===== src/rtl/ucc_pkg.sv =====
// Shared constants for the USB client configuration register block and its controller.
// Assumes one system clock; both ends import this package whole.
// Contract
// - Transmit almost-empty threshold is never programmed zero
// - String enable selects string indexes, else zero
// - Max current in 2 mA, at most FAh
// - EP4 toggle is sent on next IN
// - EP3 toggle is expected on next OUT data
// - EP2 toggle is sent on next IN
// - EP1 toggle is expected on next OUT data
// - Wait twelve clocks before toggle readback
// - Reserved bits are always written zero
// - Qualify mode: EP4 NAKs unless FIFO valid
// - Plain mode: EP4 sends waiting data, ignores valid
// - Receiver enable bit switches differential receiver
// - Transfer type bit: isochronous zero, bulk one
// - Remote wake-up bit is active low
// - Data port goes to last written index
package ucc_pkg;
    // Device register port addresses
    localparam logic [15:0] ADDR_EXT_INDEX = 16'h4038;
    localparam logic [15:0] ADDR_EXT_DATA = 16'h403A;
    localparam logic [15:0] ADDR_INPUT_CTL = 16'h4040;
    localparam logic [15:0] ADDR_RSVD_A = 16'h4042;
    // Extended register indexes
    localparam logic [7:0] IDX_TXAE_THR = 8'h07;
    localparam logic [7:0] IDX_STRING = 8'h08;
    localparam logic [7:0] IDX_MAX_CUR = 8'h09;
    localparam logic [7:0] IDX_TOGGLE = 8'h0A;
    localparam logic [7:0] IDX_RSVD = 8'h0B;
    localparam logic [7:0] IDX_FIFO_CTL = 8'h0C;
    // Values after reset
    localparam logic [7:0] RST_INDEX = 8'h00;
    localparam logic [7:0] RST_STRING = 8'h01;
    localparam logic [7:0] RST_MAX_CUR = 8'hFA;
    localparam logic [7:0] RST_TOGGLE = 8'h00;
    localparam logic [7:0] RST_RSVD_EXT = 8'h00;
    localparam logic [7:0] RST_FIFO_CTL = 8'h00;
    localparam logic [15:0] RST_INPUT_CTL = 16'h000D;
    // Field positions and limits
    localparam int BIT_STRING_EN = 0;
    localparam int BIT_TXQ_MODE = 0;
    localparam int BIT_DIFF_RX = 6;
    localparam int BIT_BULK = 3;
    localparam int BIT_WAKE_N = 2;
    localparam int TOGGLE_LSB = 4;
    localparam logic [7:0] MAX_CUR_LIMIT = 8'hFA;
    localparam logic [7:0] TXAE_MIN = 8'h01;
    localparam logic [7:0] WMASK_TOGGLE = 8'hF0;
    localparam logic [15:0] WMASK_INPUT_CTL = 16'h004C;
    localparam logic [7:0] STR_IDX_VENDOR = 8'h01;
    localparam logic [7:0] STR_IDX_PRODUCT = 8'h02;
    // Toggle readback settle time, in usb_side_clock cycles (same as CLK_SYS here)
    localparam logic [3:0] TOGGLE_SETTLE_CYC = 4'hC;
    // Controller APB map
    localparam logic [7:0] HOST_ADDR = 8'h00;
    localparam logic [7:0] HOST_WDATA = 8'h04;
    localparam logic [7:0] HOST_CTRL = 8'h08;
    localparam logic [7:0] HOST_RESULT = 8'h0C;
    localparam logic [7:0] HOST_INT_STAT = 8'h10;
    localparam logic [7:0] HOST_INT_MASK = 8'h14;
    localparam int CTRL_START = 0;
    localparam int CTRL_WRITE = 1;
    localparam int INT_DONE = 0;
    localparam int INT_HELD = 1;
    localparam int INT_COERCED = 2;
    // Controller sequencer states
    typedef enum logic [1:0] {
        HS_IDLE = 2'b00,
        HS_GUARD = 2'b01,
        HS_WAIT = 2'b10
    } ucc_hstate_e;
endpackage


===== src/rtl/ucc_link_if.sv =====
// Register port between the controller and the configuration block.
// Assumes both ends run on the same clock; strobes are one cycle.
`timescale 1ns/1ps
interface ucc_link_if;
    logic sel;
    logic write;
    logic [15:0] addr;
    logic [15:0] wdata;
    logic ack;
    logic [15:0] rdata;
    modport dev (input sel, input write, input addr, input wdata, output ack, output rdata);
    modport host (output sel, output write, output addr, output wdata, input ack, input rdata);
endinterface


===== src/rtl/ucc_device.sv =====
// USB client configuration registers: index/data port, input control,
// endpoint toggles and the EP4 NAK decision.
// Assumes the link and the USB core signals are synchronous to CLK_SYS.
`timescale 1ns/1ps
module ucc_device import ucc_pkg::*; (
    input wire logic CLK_SYS,
    input wire logic RST,
    ucc_link_if.dev LINK,
    input wire logic [3:0] EP_DONE,
    input wire logic IN_TOKEN_EP4,
    input wire logic TX_FIFO_VALID,
    input wire logic TX_FIFO_NONEMPTY,
    output logic STRING_ENABLE,
    output logic [7:0] STRING_INDEX_VENDOR,
    output logic [7:0] STRING_INDEX_PRODUCT,
    output logic [7:0] MAX_CURRENT,
    output logic [3:0] TOGGLE,
    output logic TX_QUALIFY_MODE,
    output logic EP4_NAK,
    output logic EP4_SEND,
    output logic DIFF_RX_ENABLE,
    output logic BULK_MODE,
    output logic WAKEUP_N
);

    logic [7:0] ext_index;
    logic rsvd_ext;
    logic [2:0] tog_rsvd;
    logic [3:0] in_rsvd;
    logic [1:0] tog_wr_pipe;
    logic [3:0] tog_val_s1;
    logic [3:0] tog_val_s2;
    logic [7:0] ext_rd;

    // Address decode for the register port
    wire hit_index = (LINK.addr == ADDR_EXT_INDEX);
    wire hit_data = (LINK.addr == ADDR_EXT_DATA);
    wire hit_in = (LINK.addr == ADDR_INPUT_CTL);
    wire do_wr = LINK.sel & LINK.write;
    wire wr_index = do_wr & hit_index;
    wire wr_data = do_wr & hit_data;
    wire wr_in = do_wr & hit_in;

    // Data port writes go to the register picked by the index
    wire wr_string = wr_data & (ext_index == IDX_STRING);
    wire wr_max_cur = wr_data & (ext_index == IDX_MAX_CUR);
    wire wr_toggle = wr_data & (ext_index == IDX_TOGGLE);
    wire wr_rsvd = wr_data & (ext_index == IDX_RSVD);
    wire wr_fifo = wr_data & (ext_index == IDX_FIFO_CTL);
    wire [7:0] wbyte = LINK.wdata[7:0];

    // Current above the legal code is held at the limit
    wire [7:0] next_max_cur = (wbyte > MAX_CUR_LIMIT) ? MAX_CUR_LIMIT : wbyte;

    // EP4 answer: qualify mode waits for the valid flag, plain mode for any data
    wire ep4_nak_cond = TX_QUALIFY_MODE ? !TX_FIFO_VALID : !TX_FIFO_NONEMPTY;

    wire [15:0] in_word = {9'h000, DIFF_RX_ENABLE, in_rsvd[3:2], BULK_MODE, WAKEUP_N, in_rsvd[1:0]};

    // Extended register readback through the data port
    always_comb begin
        case (ext_index)
            IDX_STRING: ext_rd = {7'h00, STRING_ENABLE};
            IDX_MAX_CUR: ext_rd = MAX_CURRENT;
            IDX_TOGGLE: ext_rd = {TOGGLE, tog_rsvd[2:1], 1'h0, tog_rsvd[0]};
            IDX_RSVD: ext_rd = {7'h00, rsvd_ext};
            IDX_FIFO_CTL: ext_rd = {7'h00, TX_QUALIFY_MODE};
            default: ext_rd = 8'h00;
        endcase
    end

    // Unmapped addresses, the reserved word among them, read as zero
    wire [15:0] rd_word = hit_index ? {8'h00, ext_index} :
                          hit_data ? {8'h00, ext_rd} :
                          hit_in ? in_word : 16'h0000;

    // Every access is answered one cycle after the select
    always_ff @(posedge CLK_SYS or posedge RST) begin
        if (RST) begin
            LINK.ack <= 1'h0;
            LINK.rdata <= 16'h0000;
        end else begin
            LINK.ack <= LINK.sel;
            if (LINK.sel && !LINK.write) begin
                LINK.rdata <= rd_word;
            end
        end
    end

    // Index register
    always_ff @(posedge CLK_SYS or posedge RST) begin
        if (RST) begin
            ext_index <= RST_INDEX;
        end else if (wr_index) begin
            ext_index <= wbyte;
        end
    end

    // String enable and the string indexes it reports
    always_ff @(posedge CLK_SYS or posedge RST) begin
        if (RST) begin
            STRING_ENABLE <= RST_STRING[BIT_STRING_EN];
            STRING_INDEX_VENDOR <= 8'h00;
            STRING_INDEX_PRODUCT <= 8'h00;
        end else begin
            if (wr_string) begin
                STRING_ENABLE <= wbyte[BIT_STRING_EN];
            end
            STRING_INDEX_VENDOR <= STRING_ENABLE ? STR_IDX_VENDOR : 8'h00;
            STRING_INDEX_PRODUCT <= STRING_ENABLE ? STR_IDX_PRODUCT : 8'h00;
        end
    end

    // Maximum current field, in units of 2 mA
    always_ff @(posedge CLK_SYS or posedge RST) begin
        if (RST) begin
            MAX_CURRENT <= RST_MAX_CUR;
        end else if (wr_max_cur) begin
            MAX_CURRENT <= next_max_cur;
        end
    end

    // Reserved byte and FIFO qualify mode
    always_ff @(posedge CLK_SYS or posedge RST) begin
        if (RST) begin
            rsvd_ext <= RST_RSVD_EXT[0];
            TX_QUALIFY_MODE <= RST_FIFO_CTL[BIT_TXQ_MODE];
        end else begin
            if (wr_rsvd) begin
                rsvd_ext <= wbyte[0];
            end
            if (wr_fifo) begin
                TX_QUALIFY_MODE <= wbyte[BIT_TXQ_MODE];
            end
        end
    end

    // Toggle writes travel two stages before reaching the USB-side copy,
    // so a readback right after a write still shows the old value
    always_ff @(posedge CLK_SYS or posedge RST) begin
        if (RST) begin
            tog_wr_pipe <= 2'h0;
            tog_val_s1 <= 4'h0;
            tog_val_s2 <= 4'h0;
            tog_rsvd <= 3'h0;
        end else begin
            tog_wr_pipe <= {tog_wr_pipe[0], wr_toggle};
            tog_val_s1 <= wbyte[TOGGLE_LSB +: 4];
            tog_val_s2 <= tog_val_s1;
            if (wr_toggle) begin
                tog_rsvd <= {wbyte[3:2], wbyte[0]};
            end
        end
    end

    // USB-side toggles: bit 0..3 are EP1..EP4, flipped on each completed
    // transaction; a landing software write overrides a same-cycle flip
    always_ff @(posedge CLK_SYS or posedge RST) begin
        if (RST) begin
            TOGGLE <= RST_TOGGLE[TOGGLE_LSB +: 4];
        end else if (tog_wr_pipe[1]) begin
            TOGGLE <= tog_val_s2;
        end else begin
            TOGGLE <= TOGGLE ^ EP_DONE;
        end
    end

    // Answer to an IN token on endpoint four
    always_ff @(posedge CLK_SYS or posedge RST) begin
        if (RST) begin
            EP4_NAK <= 1'h0;
            EP4_SEND <= 1'h0;
        end else begin
            EP4_NAK <= IN_TOKEN_EP4 & ep4_nak_cond;
            EP4_SEND <= IN_TOKEN_EP4 & !ep4_nak_cond;
        end
    end

    // Input control: receiver enable, transfer type, wake-up request
    always_ff @(posedge CLK_SYS or posedge RST) begin
        if (RST) begin
            DIFF_RX_ENABLE <= RST_INPUT_CTL[BIT_DIFF_RX];
            BULK_MODE <= RST_INPUT_CTL[BIT_BULK];
            WAKEUP_N <= RST_INPUT_CTL[BIT_WAKE_N];
            in_rsvd <= {RST_INPUT_CTL[5:4], RST_INPUT_CTL[1:0]};
        end else if (wr_in) begin
            DIFF_RX_ENABLE <= LINK.wdata[BIT_DIFF_RX];
            BULK_MODE <= LINK.wdata[BIT_BULK];
            WAKEUP_N <= LINK.wdata[BIT_WAKE_N];
            in_rsvd <= {LINK.wdata[5:4], LINK.wdata[1:0]};
        end
    end

endmodule


===== src/flat_wrapper.sv =====
// flat-port wrapper written by rule: the top's interface ports become plain ports
module ucc_device_flat import ucc_pkg::*;
  (CLK_SYS, RST, EP_DONE, IN_TOKEN_EP4, TX_FIFO_VALID, TX_FIFO_NONEMPTY, STRING_ENABLE, STRING_INDEX_VENDOR, STRING_INDEX_PRODUCT, MAX_CURRENT, TOGGLE, TX_QUALIFY_MODE, EP4_NAK, EP4_SEND, DIFF_RX_ENABLE, BULK_MODE, WAKEUP_N, LINK_sel, LINK_write, LINK_addr, LINK_wdata, LINK_ack, LINK_rdata);
  ucc_link_if LINK_i ();
  input wire logic CLK_SYS;
  input wire logic RST;
  input wire logic [3:0] EP_DONE;
  input wire logic IN_TOKEN_EP4;
  input wire logic TX_FIFO_VALID;
  input wire logic TX_FIFO_NONEMPTY;
  output logic STRING_ENABLE;
  output logic [7:0] STRING_INDEX_VENDOR;
  output logic [7:0] STRING_INDEX_PRODUCT;
  output logic [7:0] MAX_CURRENT;
  output logic [3:0] TOGGLE;
  output logic TX_QUALIFY_MODE;
  output logic EP4_NAK;
  output logic EP4_SEND;
  output logic DIFF_RX_ENABLE;
  output logic BULK_MODE;
  output logic WAKEUP_N;
  input wire logic [$bits(LINK_i.sel)-1:0] LINK_sel;
  input wire logic [$bits(LINK_i.write)-1:0] LINK_write;
  input wire logic [$bits(LINK_i.addr)-1:0] LINK_addr;
  input wire logic [$bits(LINK_i.wdata)-1:0] LINK_wdata;
  output wire logic [$bits(LINK_i.ack)-1:0] LINK_ack;
  output wire logic [$bits(LINK_i.rdata)-1:0] LINK_rdata;
  assign LINK_i.sel = LINK_sel;
  assign LINK_i.write = LINK_write;
  assign LINK_i.addr = LINK_addr;
  assign LINK_i.wdata = LINK_wdata;
  assign LINK_ack = LINK_i.ack;
  assign LINK_rdata = LINK_i.rdata;
  ucc_device u_core (.CLK_SYS(CLK_SYS), .RST(RST), .LINK(LINK_i), .EP_DONE(EP_DONE), .IN_TOKEN_EP4(IN_TOKEN_EP4), .TX_FIFO_VALID(TX_FIFO_VALID), .TX_FIFO_NONEMPTY(TX_FIFO_NONEMPTY), .STRING_ENABLE(STRING_ENABLE), .STRING_INDEX_VENDOR(STRING_INDEX_VENDOR), .STRING_INDEX_PRODUCT(STRING_INDEX_PRODUCT), .MAX_CURRENT(MAX_CURRENT), .TOGGLE(TOGGLE), .TX_QUALIFY_MODE(TX_QUALIFY_MODE), .EP4_NAK(EP4_NAK), .EP4_SEND(EP4_SEND), .DIFF_RX_ENABLE(DIFF_RX_ENABLE), .BULK_MODE(BULK_MODE), .WAKEUP_N(WAKEUP_N));
endmodule

===== config.mk =====
export PLATFORM = sky130hd
export DESIGN_NAME = ucc_device_flat
export DESIGN_NICKNAME = d
export VERILOG_FILES = /design/src/rtl/ucc_pkg.sv /design/src/rtl/ucc_link_if.sv /design/src/rtl/ucc_device.sv /design/src/flat_wrapper.sv
export SDC_FILE = /design/constraint.sdc
export NUM_CORES = 1
export LEC_CHECK = 0
export BUFFER_PORTS_ARGS = -buffer_cell sky130_fd_sc_hd__buf_2
export CORE_MARGIN = 1
export CORE_UTILIZATION = 53
export CTS_BUF_LIST = sky130_fd_sc_hd__clkbuf_16
export DETAILED_ROUTE_END_ITERATION = 8
export GPL_ROUTABILITY_DRIVEN = 0
export GPL_TIMING_DRIVEN = 0
export PLACE_DENSITY_LB_ADDON = 0.25
export SETUP_SLACK_MARGIN = 0.2
export SLEW_MARGIN = 15
export SYNTH_ARGS = -nofsm -noshare
export SYNTH_HDL_FRONTEND = slang
export SYNTH_SLANG_ARGS = --single-unit
export TNS_END_PERCENT = 1

===== constraint.sdc =====
create_clock -name CLK_SYS -period 4.17 [get_ports CLK_SYS]
set_input_delay 0.834 -clock CLK_SYS [delete_from_list [all_inputs] [get_ports CLK_SYS]]
set_output_delay 0.834 -clock CLK_SYS [all_outputs]
set_load 0.005 [all_outputs]

# Word-level counts from Yosys, hierarchy flattened

Index checks and enable logic that the tools add are counted.

Magnitude comparators: 1
Eq/ne operators: 8
Bitwise gates (word level): 12
Mux-type cells: 9
Reductions and logical operators: 5

Operators by type and width:

| cell                   | count |
|---|---|
| $eq A16 B15 Y1 const B | 3 |
| $eq A8 B4 Y1 const B   | 5 |
| $pmux W8 S5            | 1 |
| $mux W16               | 2 |
| $and A1 B1 Y1          | 11 |
| $gt A8 B8 Y1 const B   | 1 |
| $mux W8                | 1 |
| $mux W7                | 1 |
| $logic_not A1 Y1       | 4 |
| $mux W4                | 1 |
| $xor A4 B4 Y4          | 1 |
| $mux W1                | 2 |
| $mux W2                | 1 |
| $logic_and A1 B1 Y1    | 1 |

Logic and storage cells: 55
Register bits: 78
Output and inout port bits: 52
Input bits: 43

# Logic depth before layout (Yosys ltp)

Gate-level depths: netlist (run 1).

Depth after elaboration: 4
Mapped depth: 7
Gate-level depth less buffers: 5

# Worst setup path after synthesis (run 1)

No wires, ideal clock.

Kind: input port to flip-flop
Start point: input LINK_addr[14]
End point: register u_core.LINK.rdata[2]
Buffers on the path: 2
Setup slack: 2.042 ns
Data required time: 4.049 ns
Stages on the path: 7
Arrival: 2.007 ns
Cell sequence: nor4b_2 > and3_1 > buf_6 > and2_1 > buf_2 > a221o_1 > o22a_1

Word-level cells in the longest chain between the ends: 4
Elaborated cells between the ends (all ways): 6
Those cells by class: 3 x eq/ne; 3 x mux

Ends and longest elaborated chain:

| what                 | RTL line           | RTL |
|---|---|---|
| start, declared      | flat_wrapper.sv:24 | `input wire logic [$bits(LINK_i.addr)-1:0] LINK_addr;` |
| $eq A16 B15 Y1       | ucc_device.sv:38   | `wire hit_in = (LINK.addr == ADDR_INPUT_CTL);` |
| $mux W7              | ucc_device.sv:75   | `hit_in ? in_word : 16'h0000;` |
| $mux W16             | ucc_device.sv:74   | `hit_data ? {8'h00, ext_rd} :` |
| $mux W16 (*)         | ucc_device.sv:73   | `wire [15:0] rd_word = hit_index ? {8'h00, ext_index} :` |
| end signal, assigned | ucc_device.sv:85   | `LINK.rdata <= rd_word;` |
| end, declared        | ucc_link_if.sv:11  | `modport dev (input sel, input write, input addr, input wdata, output ack, output rdata);` |

Mark *: on every way between the ends. The rest lies on a longest branch, timed or not.
A chain may end at the register's enable or synchronous reset.

# Worst setup path after layout (run 1)

Start point: input LINK_addr[9]
End point: register u_core.tog_rsvd[0]

Word-level cells in the longest chain between the ends: 3

Ends and longest elaborated chain:

| what                 | RTL line          | RTL |
|---|---|---|
| $eq A16 B15 Y1       | ucc_device.sv:37  | `wire hit_data = (LINK.addr == ADDR_EXT_DATA);` |
| $and A1 B1 Y1        | ucc_device.sv:41  | `wire wr_data = do_wr & hit_data;` |
| $and A1 B1 Y1        | ucc_device.sv:47  | `wire wr_toggle = wr_data & (ext_index == IDX_TOGGLE);` |
| end signal, assigned | ucc_device.sv:151 | `tog_rsvd <= {wbyte[3:2], wbyte[0]};` |
| end, declared        | ucc_device.sv:28  | `logic [2:0] tog_rsvd;` |

No other way between the ends.

==> results of run 1 <==
-- path summary, 6_finish.rpt --
check                                           startpoint                                 to  slack [ns]  cells past startpoint
setup / recovery                              LINK_addr[9]     u_core.tog_rsvd[0]$_DFFE_PP0P_        2.05                      7
hold / removal              u_core.tog_val_s1[1]$_DFF_PP0_     u_core.tog_val_s2[1]$_DFF_PP0_        0.35                      0
setup reg to reg           u_core.ext_index[4]$_DFFE_PP0P_     u_core.tog_rsvd[0]$_DFFE_PP0P_        2.35                      5
hold reg to reg             u_core.tog_val_s1[1]$_DFF_PP0_     u_core.tog_val_s2[1]$_DFF_PP0_        0.35                      0
max in group asynchronous                              RST  u_core.MAX_CURRENT[4]$_DFFE_PP1P_        2.90                      3
min in group asynchronous                              RST           u_core.EP4_NAK$_DFF_PP0_        0.64                      2
-- stage by stage --
stage               utilization, %  worst slack [ns]
detailed placement            66.1              1.72
global placement              65.5              1.38
global route                  69.2              1.95
floorplan                        -              2.01
CTS                           69.2              2.03
finish                        69.2              2.05
-- where the power goes --
part           internal, mW  total (mW)  switching [mW]
Combinational        0.0763       0.140          0.0639
Clock                 0.225       0.416           0.192
Sequential            0.568       0.598          0.0302
-- state kept, by name, summed over array words and instances (netlist names) --
register,flops
u_core.BULK_MODE,1
u_core.DIFF_RX_ENABLE,1
u_core.EP4_NAK,1
u_core.EP4_SEND,1
u_core.LINK.ack,1
u_core.LINK.rdata,8
u_core.MAX_CURRENT,8
u_core.STRING_ENABLE,1
u_core.STRING_INDEX_PRODUCT,1
u_core.TOGGLE,4
u_core.TX_QUALIFY_MODE,1
u_core.WAKEUP_N,1
u_core.ext_index,8
u_core.in_rsvd,4
u_core.rsvd_ext,1
u_core.tog_rsvd,3
u_core.tog_val_s1,4
u_core.tog_val_s2,4
u_core.tog_wr_pipe,2
-- final cells by class --
cell class | instances | area, um2 | area share [%]
buffer | 33 | 226 | 6.93
clock buffer | 5 | 125 | 3.83
clock inverter | 3 | 22.5 | 0.689
inverter | 3 | 11.3 | 0.345
multi-input combinational | 146 | 1060 | 32.5
sequential | 55 | 1390 | 42.5
tap | 67 | 83.8 | 2.57
timing repair buffer | 65 | 348 | 10.6
-- synthesized netlist by cell type (all sizes together), types with 3 or more instances --
master and number:
a22oi 7, inv 3, nand4 3, nand2 14
and3 3, buf 30, clkbuf 3, o22a 5
a221o 5, xnor2 4, a21oi 4, nand3 3
dfrtp 45, nor2 10, nor4 3, mux2 27
o21ai 10, dfstp 10, and2 5, nor2b 4
-- cell families (layout without fill, tap and decap cells) --
logic type / Yosys count / after routing / share of synthesized area [%]
DFF: 55 / 55 / 53.2
xor gates and xnor gates: 4 / 4 / 1.34
and+or+nand+nor: 55 / 55 / 13.1
AOI/OAI and AO/OA: 37 / 37 / 10.0
buffers and inverters: 36 / 109 / 9.11
muxes: 28 / 28 / 13.0
other: 1 / 22 / 0.144
-- placed cells by master, fill, tap and decap left out, types with 2 or more instances in the layout --
master     count
xnor2_1        4
nand4_1        3
o21a_1         2
mux2_2        18
dfrtp_1       45
nor2_1        10
conb_1        22
a221o_1        5
and2_1         4
mux2_1         2
buf_2         68
nand2_1       11
buf_4         24
o22a_1         5
a22oi_1        7
nand3_1        3
nor4_1         2
clkbuf_1       3
inv_1          2
mux2_4         7
clkbuf_16      5
nand2_2        2
nor2b_1        4
o21ai_0       10
and3_1         3
nor3_1         2
nand2b_1       2
dfstp_2       10
a21oi_1        4
-- worst max-delay path: cells and delay by family --
kind	cells	cell delay, ns
buffers and inverters	2	0.22
muxes	1	0.32
and+or+nand+nor	4	0.91
-- per-layer routing --
| layer | wire length [um] | track usage [%] |
|---|---|---|
| met1 | 2290 | 28.2 |
| met2 | 2780 | 39.5 |
| met3 | 263 | 5.00 |
| met4 | 94 | 9.15 |
| met5 | 0 | 0 |
==> reports/results.ini, run 1 <==
[layout]
drive_gt1_share_pct = 46.8
fillers = 381
final_nets = 352
areaGrowthSynthToFinish_pct = 25.2
final_cells = 377
fin_area_um2 = 3270
n_antenna_cell = 0

[status]
run_status = finished, final reports clean

[worst_setup_path]
worstSetupStartpointType = input port
crit_top_cell = and3_1
crit_type = in2reg
cp-end-kind = flop
crit_arrival_ns = 2.30
crit_chain = buf_2, nor4_1, and3_1, buf_6, and3_1, nand2_2, mux2_4
cp_slowest_cell = nor4_1
critical-path-max-stage-delay_ns = 0.34
required_ns = 4.34
worst-path-max-fanout = 8

[pwr]
p_leak_nw = 1.70
p_total_mw = 1.15
max-vdd-ir-drop_v = 0.000193
p_per_area_nw_per_um2 = 353

[placed_design]
place_area_um2 = 3120
hpwl_mm = 4.07
dp.cells = 369
port-buffer-count = 64

[synth]
ys_top_cells_by_area = dfrtp_1 43%, dfstp_2 10%, mux2_2 7.8%
synth-edff-count = 0
synth_area_leader_cell = dfrtp_1
synthDominantCellAreaShare_pct = 43.1
syn_area_per_cell_um2 = 12.1
synthCells = 216
synth-seq-area-share_pct = 53.2
synth_seq_cells = 55
ys_types = 44
synthFlopType = dfrtp_1
ys_warn_count = 0
syn_area_um2 = 2610
ys_async_sr_fraction_pct = 100

[cts]
cts_resized = 0
cts_buffer_depth = 2
htree_levels = 2
cts_root_buf = clkbuf_16
clock_latency_ns = 0.29
postCtsSetupBuffers = 0
cts_sinks = 55
holdBufCountCts = 0
tritoncts = built
path_clk_slew_ns = 0.07
cts_buffers = 5

[timing]
max_slew_margin_pct = 54.4
hold_viol = 0
worst_pin_slew_ns = 0.683
rsz0062_at_grt = no
layout_min_cycle_time_ns = 2.12
slew_violations = 0
fin_crit_sh_pct = 50.9
hold_ws_ns = 0.351
setup_viol = 0
setup_tns_ns = 0
fmax_ghz = 0.471
fin_skew_ns = 0.00915

[route]
vias = 1903
drt_iter0_drc = 87
drcViolationCount = 0
via_per_inst = 5.05
route.detailed.wl_per_inst_um = 14.4
wirelength_mm = 5.43
drt_pass1_iterations = 4
ant_nets = 0

[floorplanning]
fp-row-count = 25
initial_core_util_pct = 55.3
die_y_um = 72.2
die_area_um2 = 5210
die_x_um = 72.2
core_um2 = 4720
ios = 95

[global_routing]
antenna_found_initial = 0
grt_use_total_pct = 22.9
grt_max_degree = 31
grt_overflow = 0
grt_first_pass_wirelength_mm = 8.92
grt_pass1_vias = 1845

[hold_path]
hold_class = reg2reg

[flow_run]
maxCapViolations = 0

Note: power is estimated with default switching activity, not from simulation.
==> run 2, diff against run 1 <==
- CORE_UTILIZATION: 53 -> 44
- clock period: 4.17 -> 1.8 ns (I/O delays scaled with it)
==> run 2 against run 1 <==
Net effect: flip-flop and latch count did not move; register-to-register slack worse by 2.3 ns; worst hold slack lost 0.30 ns; setup slack worse by 2.0 ns; routed wire length fell by 1.3%; clock power increased by 140%; global-route usage down 5.3 points; first-iteration DRC count up 13%; cell count rose by 2.9%; non-clock buffer count is 6 higher; clock skew decreased by 0.0020 ns; die area up 20%; largest power group unchanged.
==> reports/results.ini, run 2 (synthesized netlist as in run 1, its figures left out) <==
[route]
drcViolationCount = 0  ; unchanged
wirelength_mm = 5.36  ; -1.3%
via_per_inst = 4.89  ; -3.1%
route.detailed.wl_per_inst_um = 13.8  ; -4.1%
drt_iter0_drc = 98  ; +13%
ant_nets = 0  ; unchanged
vias = 1898  ; -0.26%
drt_pass1_iterations = 5  ; +1

[timing]
layout_min_cycle_time_ns = 1.72
worst_pin_slew_ns = 0.537  ; -0.145 ns
fmax_ghz = 0.582
setup_viol = 0  ; unchanged
max_slew_margin_pct = 63.9  ; +9.4 points
fin_crit_sh_pct = 95.5
fin_ws_ns = 0.0811  ; -1.97 ns
slew_violations = 0  ; unchanged
fin_skew_ns = 0.00716  ; -0.00199 ns
rsz0062_at_grt = yes
hold_viol = 0  ; unchanged

[placed_design]
post-place-ws_ns = -0.106  ; -1.83 ns
dp.cells = 373  ; +1.1%
port-buffer-count = 64  ; unchanged
hpwl_mm = 3.92  ; -3.7%

[cts]
cts_sinks = 55  ; unchanged
cts_buffers = 5  ; unchanged
htree_levels = 2  ; unchanged
clock_latency_ns = 0.29  ; about the same
path_clk_slew_ns = 0.07  ; about the same
holdBufCountCts = 0  ; unchanged
cts_root_buf = clkbuf_16
tritoncts = built
cts_buffer_depth = 2  ; unchanged

[floorplanning]
fp-row-count = 27  ; +8.0%
core_um2 = 5610  ; +19%
initial_core_util_pct = 46.5  ; -8.7 points
die_x_um = 79.0  ; +9.5%
ios = 95  ; unchanged
die_y_um = 79.0  ; +9.5%
die_area_um2 = 6240  ; +20%

[worst_setup_path]
cp-end-kind = flop
critPathLaunch = u_core.ext_index[4]$_DFFE_PP0P_
crit_arrival_ns = 1.89  ; -0.41 ns
worst-path-max-fanout = 4  ; -4
worstSetupStartpointType = flop
crit_type = reg2reg
timing.rr.start = u_core.ext_index[4]$_DFFE_PP0P_
required_ns = 1.97  ; -2.37 ns

[hold_path]
hold_class = in2async

[pwr]
p_leak_nw = 1.74  ; +2.4%
max-vdd-ir-drop_v = 0.000604  ; +210%
comb_power_share_pct = 12.0  ; about the same
clock_power_share_pct = 36.5  ; +0.4 points
p_total_mw = 2.69  ; +130%
internal_power_mw = 2.02  ; +130%
power_frac_seq_pct = 51.5  ; -0.3 points
p_per_area_nw_per_um2 = 800  ; +130%
power.switching_mw = 0.669  ; +130%
swShare_pct = 24.9  ; +0.15 points

[layout]
reg.largest.list = u_core.LINK.rdata x8, u_core.MAX_CURRENT x8, u_core.ext_index x8
drive_gt1_share_pct = 49.7  ; +2.9 points
final_cell_mix = 68 x buf_2, 45 x dfrtp_1, 30 x buf_4
areaGrowthSynthToFinish_pct = 28.7
final_common_cell = buf_2
final_nets = 358  ; +1.7%
final_core_util_pct = 59.9  ; -9.3 points
final_cells = 388  ; +2.9%
n_antenna_cell = 0  ; unchanged

[global_routing]
grt_max_degree = 56  ; +81%
antenna_found_initial = 0  ; unchanged
grt_use_total_pct = 17.7  ; -5.3 points
grt_overflow = 0  ; unchanged
grt_pass1_vias = 1712  ; -7.2%
grt_first_pass_wirelength_mm = 8.44  ; -5.4%

[status]
run_status = finished, final reports clean

[flow_run]
maxCapViolations = 0  ; unchanged

==> run 2: cell count changes in the layout (fill, tap and decap cells not counted), sizes merged <==
cell	previous run	this run
inv	4	3
buf	95	101
clkinv	2	1
clkinvlp	0	2
==> run 2: worst max-delay path, stage by stage (launching register included) <==
cell     delay (ns)
dfrtp_1        0.39
or2_4          0.27
nor4_4         0.27
and3_4         0.28
nand2_4        0.08
mux2_4         0.31
==> run 2: repair_timing <==
| action | in CTS | in global routing |
|---|---|---|
| resized for setup | 6 | 1 |
| setup buffers | 4 | 2 |
| cloned | 0 | 0 |
| pin swaps | 3 | 3 |
| setup endpoints to repair | 12 | 22 |
==> run 2: final timing paths <==
path	cells after the start	endpoint	slack, ns
worst max-delay path	5	u_core.tog_rsvd[1]$_DFFE_PP0P_	0.08
worst min-delay path	2	u_core.TX_QUALIFY_MODE$_DFFE_PP0P_	0.05
worst max register to register	5	u_core.tog_rsvd[1]$_DFFE_PP0P_	0.08
worst min register to register	0	u_core.tog_wr_pipe[1]$_DFF_PP0_	0.35
max in group asynchronous	3	u_core.WAKEUP_N$_DFFE_PP1P_	1.18
min in group CLK_SYS	1	u_core.LINK.ack$_DFF_PP0_	0.22
==> run 2: cell type report <==
class	instances	area, um2
fill	500	2250
sequential	55	1390
multi-input combinational	146	1100
timing repair buffer	71	385
buffer	33	228
clock buffer	5	125
tap	72	90.1
clock inverter	3	27.5
inverter	3	15.0
==> run 2: power groups by stage <==
stage	Combinational, mW	Clock [mW]	Sequential [mW]
2_1_floorplan	0.163	0	1.40
3_3_place_gp	0.312	0	1.41
3_5_place_dp	0.318	0	1.41
4_1_cts	0.320	1.01	1.38
5_1_grt	0.361	1.04	1.39
6_report	0.322	0.981	1.39
==> run 2: per-layer routing <==
layer,wire (um),global-route usage [%],up-vias
li1,-,-,918
met1,2400,24.1,915
met2,2670,28.9,63
met3,264,3.56,2
met4,34,4.36,0
met5,0,0,-
==> run 2: through the flow <==
stage,TNS (ns),area [um2],hold slack (ns)
floorplan,0,2690,0.331
global placement,-0.917,3100,0.331
detailed placement,-0.871,3100,0.335
CTS,0,3320,0.211
global route,0,3360,0.0753
finish,0,3360,0.0500
